## config.mk

```make
export PLATFORM = sky130hd
export DESIGN_NAME = scwr_port
export DESIGN_NICKNAME = d
export VERILOG_FILES = /design/src/hw/scwr_pkg.sv /design/src/hw/scwr_port.sv /design/src/hw/scwr_sync.sv
export SDC_FILE = /design/constraint.sdc
export NUM_CORES = 2
export LEC_CHECK = 0
export BUFFER_PORTS_ARGS = -buffer_cell sky130_fd_sc_hd__buf_4
export CORE_UTILIZATION = 40
export DETAILED_ROUTE_END_ITERATION = 8
export PLACE_DENSITY = 0.56
export SLEW_MARGIN = 30
export SYNTH_ARGS = -nofsm -noshare
export SYNTH_HDL_FRONTEND = slang
export SYNTH_SLANG_ARGS = --single-unit
```

## constraint.sdc

```tcl
create_clock -name CLK_IN -period 3.6 [get_ports CLK_IN]
set_input_delay 0.72 -clock CLK_IN [delete_from_list [all_inputs] [get_ports CLK_IN]]
set_output_delay 0.72 -clock CLK_IN [all_outputs]
set_load 0.01 [all_outputs]
```

## src/hw/scwr_pkg.sv

```systemverilog
package scwr_pkg;

    // frame layout
    localparam int FRAME_W   = 32;
    localparam int ADDR_W    = 5;
    localparam int DATA_W    = 27;
    localparam int NUM_REGS  = 32;
    localparam int NUM_PAIRS = 6;
    localparam int NUM_PINS  = 5;

    // output pair fields inside registers 0..5 (data-field positions)
    localparam int DIV_LSB   = 0;
    localparam int DIV_W     = 11;
    localparam int DLY_LSB   = 13;
    localparam int DLY_W     = 10;
    localparam int RESET_BIT = 12;                       // frame bit 17 of register 0
    localparam logic [4:0]  RESET_ADDR  = 5'h00;
    localparam logic [10:0] DIV_LIMIT   = 11'h019;       // 25
    localparam logic [9:0]  DLY_LIMIT   = 10'h00c;       // 12
    localparam logic [1:0]  EXTRA_EDGES = 2'h3;
    localparam logic [4:0]  RB_LEN      = 5'h1b;         // 27 readback bits

    // control bits held in configuration registers
    localparam int SYNC_REG      = 11;
    localparam int SYNC_AUTO_BIT = 4;
    localparam int CTL_REG       = 31;
    localparam int RB_ADDR_LSB   = 0;
    localparam int RB_HOLD_BIT   = 5;
    localparam int WLOCK_BIT     = 6;
    localparam logic [4:0] CTL_ADDR        = 5'h1f;
    localparam logic [4:0] RB_HOLD_RD_ADDR = 5'h16;
    localparam logic [4:0] DAC_RD_ADDR     = 5'h17;
    localparam int DAC_W = 10;

    // status pin control: 0 lock, 1 holdover, 2 input0, 3 input1, 4 sync
    localparam int MUX_W  = 5;
    localparam int TYPE_W = 3;
    localparam logic [4:0] MUX_LOW      = 5'h00;
    localparam logic [4:0] MUX_READBACK = 5'h06;
    localparam logic [2:0] TYPE_PP      = 3'h3;
    localparam logic [2:0] TYPE_PP_INV  = 3'h4;
    localparam int PIN_HOLDOVER = 1;
    localparam int PIN_REG      [NUM_PINS] = '{12, 13, 13, 14, 11};
    localparam int PIN_MUX_LSB  [NUM_PINS] = '{3, 19, 11, 19, 11};
    localparam int PIN_TYPE_LSB [NUM_PINS] = '{0, 16, 8, 16, 8};

    // bus register map and status fields
    localparam logic [7:0] AHB_CTRL_OFS   = 8'h00;
    localparam logic [7:0] AHB_STATUS_OFS = 8'h04;
    localparam logic [7:0] AHB_SYNC_OFS   = 8'h08;
    localparam int ST_ADDR_LSB  = 0;
    localparam int ST_PEND_BIT  = 5;
    localparam int ST_RBCNT_LSB = 6;
    localparam int ST_LOCK_BIT  = 11;
    localparam int SYNC_CNT_W   = 16;

    typedef logic [NUM_REGS-1:0][DATA_W-1:0] scwr_cfg_t;

    // power-on contents of the register file
    function automatic scwr_cfg_t scwr_defaults();
        scwr_cfg_t d;
        d = '0;
        for (int i = 0; i < NUM_PINS; i++) begin
            d[PIN_REG[i]][PIN_TYPE_LSB[i] +: TYPE_W] = TYPE_PP;
        end
        d[PIN_REG[PIN_HOLDOVER]][PIN_MUX_LSB[PIN_HOLDOVER] +: MUX_W] = MUX_READBACK;
        return d;
    endfunction

endpackage

```

## src/hw/scwr_port.sv

```systemverilog
`timescale 1ns/10ps
// Behaviour
// - frame is 27 data bits over 5 address bits, msb first
// - shift on serial clock rise with latch low; latch rise commits word
// - pair divider above 25 or delay above 12 applies after three more edges or at the next latch rise
// - automatic sync on: every latch falling edge emits a sync event
// - register 0 with bit 17 set restores defaults, other bits ignored
// - status pin shows readback when source is readback and push-pull
// - holdover pin defaults to readback source after reset
// - readback address field picks the register, same write may set it
// - after a latched write each serial clock rise with latch low, or any rise with hold set, drives a new readback bit
// - readback is msb first and complete after 27 clocks
// - readback pin carries no valid data after the 27th clock
// - same address for read and write except hold bit and dac count
// - readback returns data bits only, shifted five against write frames
// - low source with inverted push-pull drive makes the pin high
module scwr_port (
    input  wire logic        CLK_IN,
    input  wire logic        RST_N_IN,
    // serial configuration pins
    input  wire logic        SERIAL_CLOCK_PIN_IN,
    input  wire logic        LATCH_ENABLE_PIN_IN,
    input  wire logic        SERIAL_DATA_PIN_IN,
    // status pins: 0 lock, 1 holdover, 2 input0, 3 input1, 4 sync
    input  wire logic [4:0]  STATUS_SRC_IN,
    output logic      [4:0]  STATUS_PIN_OUT,
    output logic      [4:0]  STATUS_PIN_OE_OUT,
    output logic             SYNC_EVENT_OUT,
    output logic      [65:0] OUTPUT_PAIR_DIVIDER_OUT,
    output logic      [59:0] OUTPUT_PAIR_DIGITAL_DELAY_OUT,
    // AHB-Lite slave
    input  wire logic        HSEL_IN,
    input  wire logic [31:0] HADDR_IN,
    input  wire logic [1:0]  HTRANS_IN,
    input  wire logic        HWRITE_IN,
    input  wire logic [2:0]  HSIZE_IN,
    input  wire logic [31:0] HWDATA_IN,
    input  wire logic        HREADY_IN,
    output logic      [31:0] HRDATA_OUT,
    output logic             HREADYOUT_OUT,
    output logic             HRESP_OUT
);

    typedef struct packed {
        scwr_pkg::scwr_cfg_t                               cfg;
        logic [scwr_pkg::FRAME_W-1:0]                      sh;
        logic                                              sclk_d;
        logic                                              le_d;
        logic                                              pend;
        logic [2:0]                                        pend_idx;
        logic [scwr_pkg::DIV_W-1:0]                        pend_div;
        logic [scwr_pkg::DLY_W-1:0]                        pend_dly;
        logic [1:0]                                        pend_cnt;
        logic [scwr_pkg::NUM_PAIRS-1:0][scwr_pkg::DIV_W-1:0] div;
        logic [scwr_pkg::NUM_PAIRS-1:0][scwr_pkg::DLY_W-1:0] dly;
        logic [scwr_pkg::DATA_W-1:0]                       rb_sh;
        logic [4:0]                                        rb_cnt;
        logic                                              rb_bit;
        logic [4:0]                                        last_addr;
        logic [4:0]                                        pin_out;
        logic [4:0]                                        pin_oe;
        logic                                              sync_pulse;
        logic [scwr_pkg::SYNC_CNT_W-1:0]                   sync_cnt;
        logic [scwr_pkg::DAC_W-1:0]                        dac;
        logic                                              ahb_wr;
        logic [7:0]                                        ahb_addr;
        logic [31:0]                                       hrdata;
    } scwr_state_t;

    localparam scwr_state_t RST_STATE = '{cfg: scwr_pkg::scwr_defaults(), default: '0};

    scwr_state_t r;
    scwr_state_t n;
    logic [2:0]  pins_s;
    logic        s_sclk;
    logic        s_le;
    logic        s_dat;

    // pins are asynchronous to CLK_IN
    scwr_sync #(
        .W (3)
    ) u_sync (
        .clk_in   (CLK_IN),
        .rst_n_in (RST_N_IN),
        .d_in     ({SERIAL_CLOCK_PIN_IN, LATCH_ENABLE_PIN_IN, SERIAL_DATA_PIN_IN}),
        .q_out    (pins_s)
    );

    assign s_sclk = pins_s[2];
    assign s_le   = pins_s[1];
    assign s_dat  = pins_s[0];

    // word shifted out for a readback address
    function automatic logic [scwr_pkg::DATA_W-1:0] rb_word(
        input scwr_pkg::scwr_cfg_t       c,
        input logic [4:0]                a,
        input logic [scwr_pkg::DAC_W-1:0] dac
    );
        logic [scwr_pkg::DATA_W-1:0] w;
        w = c[a];
        if (a == scwr_pkg::RB_HOLD_RD_ADDR) begin
            w = 27'(c[scwr_pkg::CTL_REG][scwr_pkg::RB_HOLD_BIT]);
        end else if (a == scwr_pkg::DAC_RD_ADDR) begin
            w = 27'(dac);
        end
        return w;
    endfunction

    // whole next-state computation
    always_comb begin
        logic                         sr;
        logic                         lr;
        logic                         lf;
        logic                         hold;
        logic                         locked;
        logic [4:0]                   a;
        logic [scwr_pkg::DATA_W-1:0]  d;
        logic [scwr_pkg::DIV_W-1:0]   nd;
        logic [scwr_pkg::DLY_W-1:0]   ny;
        logic [4:0]                   rba;
        logic [4:0]                   mux;
        logic [2:0]                   typ;
        logic                         src;
        sr     = s_sclk && !r.sclk_d;
        lr     = s_le && !r.le_d;
        lf     = !s_le && r.le_d;
        hold   = r.cfg[scwr_pkg::CTL_REG][scwr_pkg::RB_HOLD_BIT];
        locked = r.cfg[scwr_pkg::CTL_REG][scwr_pkg::WLOCK_BIT];
        a      = r.sh[scwr_pkg::ADDR_W-1:0];
        d      = r.sh[scwr_pkg::FRAME_W-1:scwr_pkg::ADDR_W];
        nd     = d[scwr_pkg::DIV_LSB +: scwr_pkg::DIV_W];
        ny     = d[scwr_pkg::DLY_LSB +: scwr_pkg::DLY_W];
        rba    = '0;
        mux    = '0;
        typ    = '0;
        src    = 1'b0;
        n            = r;
        n.sclk_d     = s_sclk;
        n.le_d       = s_le;
        n.sync_pulse = 1'b0;

        // write shifter: msb arrives first, so shift toward the top
        if (sr && !s_le) begin
            n.sh = {r.sh[scwr_pkg::FRAME_W-2:0], s_dat};
        end

        // large divider or delay waits for three more serial clock rises or the next latch rise
        if (sr && r.pend) begin
            n.pend_cnt = r.pend_cnt + 2'h1;
        end
        if (r.pend && ((sr && r.pend_cnt == scwr_pkg::EXTRA_EDGES - 2'h1) || lr)) begin
            n.div[r.pend_idx] = r.pend_div;
            n.dly[r.pend_idx] = r.pend_dly;
            n.pend            = 1'b0;
        end

        // readback shifter; with hold clear it only runs while latch is low
        if (sr && (!s_le || hold)) begin
            if (r.rb_cnt < scwr_pkg::RB_LEN) begin
                n.rb_bit = r.rb_sh[scwr_pkg::DATA_W-1];
                n.rb_sh  = {r.rb_sh[scwr_pkg::DATA_W-2:0], 1'b0};
                n.rb_cnt = r.rb_cnt + 5'h01;
            end else begin
                n.rb_bit = 1'b0;
            end
        end

        // latch rising edge commits the shifted frame
        if (lr) begin
            n.last_addr = a;
            if (a == scwr_pkg::RESET_ADDR && d[scwr_pkg::RESET_BIT]) begin
                n.cfg  = scwr_pkg::scwr_defaults();
                n.div  = '0;
                n.dly  = '0;
                n.pend = 1'b0;
            end else if (!locked || a == scwr_pkg::CTL_ADDR) begin
                n.cfg[a] = d;
                if (a < 5'(scwr_pkg::NUM_PAIRS)) begin
                    if (nd > scwr_pkg::DIV_LIMIT || ny > scwr_pkg::DLY_LIMIT) begin
                        n.pend     = 1'b1;
                        n.pend_idx = a[2:0];
                        n.pend_div = nd;
                        n.pend_dly = ny;
                        n.pend_cnt = 2'h0;
                    end else begin
                        n.div[a[2:0]] = nd;
                        n.dly[a[2:0]] = ny;
                    end
                end
            end
            // the address may come from this very write
            rba      = n.cfg[scwr_pkg::CTL_REG][scwr_pkg::RB_ADDR_LSB +: 5];
            n.rb_sh  = rb_word(n.cfg, rba, r.dac);
            n.rb_cnt = 5'h00;
            n.rb_bit = 1'b0;
        end

        // sync event on latch fall; the host has already given the extra edges
        if (lf && r.cfg[scwr_pkg::SYNC_REG][scwr_pkg::SYNC_AUTO_BIT]) begin
            n.sync_pulse = 1'b1;
            n.sync_cnt   = r.sync_cnt + 16'h0001;
        end

        // status pin source and drive type
        for (int i = 0; i < scwr_pkg::NUM_PINS; i++) begin
            mux = n.cfg[scwr_pkg::PIN_REG[i]][scwr_pkg::PIN_MUX_LSB[i] +: scwr_pkg::MUX_W];
            typ = n.cfg[scwr_pkg::PIN_REG[i]][scwr_pkg::PIN_TYPE_LSB[i] +: scwr_pkg::TYPE_W];
            if (mux == scwr_pkg::MUX_LOW) begin
                src = 1'b0;
            end else if (mux == scwr_pkg::MUX_READBACK) begin
                src = n.rb_bit;
            end else begin
                src = STATUS_SRC_IN[i];
            end
            case (typ)
                scwr_pkg::TYPE_PP: begin
                    n.pin_out[i] = src;
                    n.pin_oe[i]  = 1'b1;
                end
                scwr_pkg::TYPE_PP_INV: begin
                    n.pin_out[i] = !src;
                    n.pin_oe[i]  = 1'b1;
                end
                default: begin
                    n.pin_out[i] = 1'b0;                      // other types float the pin
                    n.pin_oe[i]  = 1'b0;
                end
            endcase
        end

        // bus data phase write comes first so a following read sees it
        if (r.ahb_wr && r.ahb_addr == scwr_pkg::AHB_CTRL_OFS) begin
            n.dac = HWDATA_IN[scwr_pkg::DAC_W-1:0];
        end
        n.ahb_wr = 1'b0;
        if (HSEL_IN && HTRANS_IN[1] && HREADY_IN) begin
            n.ahb_wr   = HWRITE_IN;
            n.ahb_addr = HADDR_IN[7:0];
            n.hrdata   = 32'h0000_0000;
            if (!HWRITE_IN) begin
                case (HADDR_IN[7:0])
                    scwr_pkg::AHB_CTRL_OFS: begin
                        n.hrdata = 32'(n.dac);
                    end
                    scwr_pkg::AHB_STATUS_OFS: begin
                        n.hrdata[scwr_pkg::ST_ADDR_LSB +: 5]  = r.last_addr;
                        n.hrdata[scwr_pkg::ST_PEND_BIT]       = r.pend;
                        n.hrdata[scwr_pkg::ST_RBCNT_LSB +: 5] = r.rb_cnt;
                        n.hrdata[scwr_pkg::ST_LOCK_BIT]       = locked;
                    end
                    scwr_pkg::AHB_SYNC_OFS: begin
                        n.hrdata = 32'(r.sync_cnt);
                    end
                    default: begin
                        n.hrdata = 32'h0000_0000;             // unmapped reads zero
                    end
                endcase
            end
        end
    end

    // single state register, reset to power-on defaults
    always_ff @(posedge CLK_IN or negedge RST_N_IN) begin
        if (!RST_N_IN) begin
            r <= RST_STATE;
        end else begin
            r <= n;
        end
    end

    // outputs straight from the state register; bus ready and response are constants
    assign STATUS_PIN_OUT                = r.pin_out;
    assign STATUS_PIN_OE_OUT             = r.pin_oe;
    assign SYNC_EVENT_OUT                = r.sync_pulse;
    assign OUTPUT_PAIR_DIVIDER_OUT       = r.div;
    assign OUTPUT_PAIR_DIGITAL_DELAY_OUT = r.dly;
    assign HRDATA_OUT                    = r.hrdata;
    assign HREADYOUT_OUT                 = 1'b1;             // zero wait states
    assign HRESP_OUT                     = 1'b0;             // always OKAY

endmodule // scwr_port

```

## src/hw/scwr_sync.sv

```systemverilog
`timescale 1ns/10ps
// two-stage synchroniser for pin levels
module scwr_sync #(
    parameter int W = 3
) (
    input  wire logic         clk_in,
    input  wire logic         rst_n_in,
    input  wire logic [W-1:0] d_in,
    output logic      [W-1:0] q_out
);

    typedef struct packed {
        logic [W-1:0] meta;
        logic [W-1:0] stable;
    } scwr_sync_t;

    scwr_sync_t s_r;
    scwr_sync_t s_nxt;

    // first stage feeds only the second stage
    always_comb begin
        s_nxt.meta   = d_in;
        s_nxt.stable = s_r.meta;
    end

    always_ff @(posedge clk_in or negedge rst_n_in) begin
        if (!rst_n_in) begin
            s_r <= '0;
        end else begin
            s_r <= s_nxt;
        end
    end

    assign q_out = s_r.stable;

endmodule // scwr_sync

```

==> flow_results.org <==
** Outcome
- Outcome :: finished with violations
- The checks that failed: negative setup slack.

** Setup path
- Launch point of the worst reg-to-reg path :: r[1146]
- Along the worst path, the maximum fanout reaches 15.
- Setup slack of the worst register-to-register path :: -0.05 ns
- Critical-path cell list :: buf_4 > or4b_1 > nor2_1 > buf_12 > nor3_1 > nor3_1 > o2111ai_1 > nand3_1 > a211oi_2 > buf_4 > a221oi_2
- CP Capture Type :: flop
- Worst path slowest cell :: sky130_fd_sc_hd__or4b_1
- Grouping stages by cell kind, the critical path spends the most delay in simple AND/OR/NAND/NOR gates.
- The worst register-to-register path ends at r[104].
- STA puts the critical path data arrival time at 4.35 ns.
- Max stage delay on crit path :: around 0.62 ns
- Combined buffer and inverter count along the critical path :: 3
- Category of the most critical setup path :: flop to flop
- Req. time, crit path :: around 4.3 ns
- Number of cells on the critical path :: 11
- For the worst flop-to-flop path, the logic depth is 11.
- Crit. Startpoint :: r[1146]
- STA classifies the critical path startpoint as a flop.

** Timing
- Final worst setup slack :: -0.0503 ns
- Time the worst path needs with I/O delays and setup :: around 3.7 ns
- Slew Limit Fails :: 0
- Post-Route Skew :: around 0.04 ns
- Setup violation total in the final timing report :: 2
- Hold is met by slightly below 0.04 ns.
- The number of endpoints with negative hold slack in the final report came to 0.
- Tightest slew margin relative to the limit :: between 30% and 40%
- After layout, the worst path uses 101% of the clock period.
- Timing would allow up to 0.274 GHz.
- Slew of the pin with the lowest slew margin :: 1.01 ns
- Setup repair after global routing left no endpoint under its margin.

** Clocking
- CTS max path bufs :: 3
- At the later pin of the worst-skew pair, clock insertion delay measures roughly 0.8 ns.
- After clock tree synthesis, the clock-pin slew on the worst setup and hold paths is approximately 0.060 ns.
- CTS H-tree depth :: 4
- Clock tree synthesis selected as its root buffer the cell sky130_fd_sc_hd__clkbuf_16.
- TritonCTS buffer count :: approximately 140
- CTS tree :: built
- Counting every sink on the clock net gives 1157.

** Die
- After floorplanning, the core was sized to cover roughly 150000 um2.
- Floorplan die height :: 390 um
- I/O pin cnt :: about 250
- The die covers ~150000 um2.
- Initial cell density of the core :: 40.5%
- The floorplan has ~140 rows.
- In this run the horizontal extent of the chip is 390 um.

** GRT
- First-pass GRT wire length :: 442000 um
- For this run, global-route usage on met1 was measured as between 50 and 60%.
- The initial antenna violation count came to 47.
- For met2 alone, demand over resource in global routing was 56.7%.
- Total congestion overflow :: 0
- Entering global routing, the biggest net connects around 120 pins.
- For this run, global-route usage on met3 was measured as a little under an eighth.
- The layer flagged by global routing as most heavily used is met2.
- Vias in the first global route :: 56.6k
- Global Route Usage Sum :: between 40% and 50%

** Detailed routing
- Wires add up to 315000 um.
- Router iterations before antenna repair :: 8
- Post-route DRC :: 0
- The count of nets left with antenna violations once routing finished came out at 0.
- Using the TritonRoute via totals, the vias-per-cell ratio works out to between 6 and 7.
- The routed layout has about 61k vias.
- Final routed wire length divided by cell count :: 33.5 um
- Initial drt markers :: 9276

** Final layout
- Count of placed standard cells in the final layout, fillers left out :: approximately 9.4k
- The layout has 14.3k filler cells.
- Share of final-layout standard cells stronger than drive strength 1 :: 19.8%
- Cell area after layout :: 72900 um2
- Number of nets in the layout :: roughly 7.4k
- Commonest non-fill, non-tap cell in the layout :: sky130_fd_sc_hd__nand2_1
- Area growth from synthesis to layout :: 21.0%
- At the end of the flow the core is filled with cells to around half.
- The library cells used most frequently in the layout, excluding fill and tap cells, are sky130_fd_sc_hd__nand2_1 (1679), sky130_fd_sc_hd__dfrtp_1 (1121), sky130_fd_sc_hd__buf_4 (930).

** Logic synthesis
- Dominant cell type by area after synthesis :: sky130_fd_sc_hd__dfrtp_1
- Of the synthesized area, sequential elements account for approximately half.
- In this run, distinct cell masters in the synthesized netlist total roughly 100.
- Post-synth top area share :: 47.6%
- Yosys printed 0 warnings.
- The synthesized netlist devotes less than 1% of its cell area to adder and majority cells.
- Cell area after synthesis :: 60200 um2
- After Yosys synthesis, and, or, nand and nor cells account for between 15 and 20% of the synthesized area.
- Post-synth ARST share :: 100%
- Dividing the synthesized area by the synthesized cell count gives between 8 and 9 um2.
- The synthesized netlist devotes 0.291% of its cell area to XOR and XNOR gates.
- Largest family of logic cells by synthesized area :: compound AO/OA/AOI/OAI gates
- Cells taking the most area after synthesis :: sky130_fd_sc_hd__dfrtp_1 (48%), sky130_fd_sc_hd__nand2_1 (11%), sky130_fd_sc_hd__o21ai_0 (6.8%), sky130_fd_sc_hd__a22o_1 (4.5%), sky130_fd_sc_hd__mux2i_1 (3.5%)
- For this run, the leading register cell type out of synthesis is sky130_fd_sc_hd__dfrtp_1.
- Number of instances in the synthesized netlist :: slightly below 7k
- Number of synthesized flops with an enable pin :: 0
- Synthesis inferred 1157 register bits.
- The synthesized netlist devotes between 20% and 30% of its cell area to compound gates.
- Share of cell area taken by muxes after synthesis :: 4.44%

** Placement
- Placer congestion estimate :: between 1 and 1.5
- In this run the cell area measured after placement is a little under 70000 um2.
- Count of port buffers added during placement :: 184
- Including well taps, the total number of placed cells is around 9.1k.
- Sum of net half-perimeters after detailed placement :: approximately 220000 um

** Hold path
- The path with the worst hold slack has its endpoint at u_sync.s_nxt[0].
- Startpoint of the lowest-slack hold path :: SERIAL_DATA_PIN_IN
- Class of the tightest hold or removal check :: input port to flop
- Worst Hold Depth :: 1

** Power and ir drop
- Cell internal power was estimated by the tool at between 20 and 25 mW.
- Sequential cells burn roughly two fifths of the power.
- Net switching power :: about 11 mW
- Highest ir drop seen on vdd :: 0.000385 V
- Switching Fraction :: ~32%
- Part of the total power dissipated in the clock network :: between 40 and 50%
- For this design the static power due to leakage is approximately 32 nW.
- Power density cells :: ~490 nW/um2
- Part of the total power dissipated in combinational logic :: around 20%

** Job
- Maximum Capacitance Violations :: 0
[area by class of cell]
cell class                      count  area (um2)  share of cell area, %
Inverter                           33         124                  0.170
Tap cell                         2002        2500                   3.44
Sequential cell                  1157       29000                   39.8
Multi-Input combinational cell   4911       27300                   37.5
Clock inverter                     47         687                  0.943
Clock buffer                      201        3980                   5.46
Timing Repair Buffer             1043        9210                   12.6
Antenna cell                       15        37.5                 0.0515
[metal layers]
layer / share of wire [%] / vias up
met1: 39 / 30200
met3: 13 / 1001
met2: 41 / 4571
li1: - / 25000
met4: 7.6 / 26
met5: 0.048 / -
[cells in the mapped netlist, drive strengths merged (108+ instances only)]
cell	count
o21ai	859
nand3	267
clkbuf	452
a21oi	279
mux2i	212
nand2	1693
a22o	308
nor2	251
nor3	136
dfrtp	1145
buf	404
a31oi	108
[kinds of logic after synthesis]
family	after synthesis
adders and majority gates	3
buffers and inverters	889
DFF	1157
xor gates and xnor gates	20
other	2
and+or+nand+nor	2593
muxes	259
AOI/OAI and AO/OA	2018
[worst max path at each step]
| stage | endpoint | slack, ns |
|---|---|---|
| after detailed placement | STATUS_PIN_OUT[1] | -0.06 |
| after CTS | r[93] | 0.01 |
| after global placement | r[93] | -0.05 |
| after floorplan | r[113] | 0.97 |
| final | r[104] | -0.05 |
| after global routing | r[104] | 0.002 |
[sequential cells by signal, indices dropped and copies added, names as in the netlist]
name and cells:
OUTPUT_PAIR_DIVIDER_OUT 66, SYNC_EVENT_OUT 1, u_sync.q_out 3, STATUS_PIN_OE_OUT 5
STATUS_PIN_OUT 5, r 998, HRDATA_OUT 16, u_sync.s_nxt 3
OUTPUT_PAIR_DIGITAL_DELAY_OUT 60
[through the flow]
step / worst slack [ns] / power [mW] / setup TNS [ns]
after CTS: 0.0119 / 35.5 / 0
final: -0.0503 / 35.7 / -0.0805
after detailed placement: -0.0559 / 20.9 / -0.120
after floorplan: 0.972 / 17.0 / 0
after global routing: 0.00200 / 36.5 / 0
after global placement: -0.0491 / 20.8 / -0.157
[repair_timing]
item,CTS,global route
gates resized for setup,5,20
hold buffers,1,0
buffers inserted,1,2
pin swaps,1,7
setup endpoints to repair,9,27
endpoints found under the hold margin,60,0
[power groups by stage]
stage                     Sequential (mW)  Combinational, mW  Clock (mW)
final                                13.8               7.29        14.7
after floorplan                      13.8               3.20           0
after detailed placement             14.0               6.90           0
after global placement               13.9               6.90           0
after CTS                            13.7               6.93        14.8
after global routing                 13.8               7.41        15.3
Power figures use the tool's default switching activity.
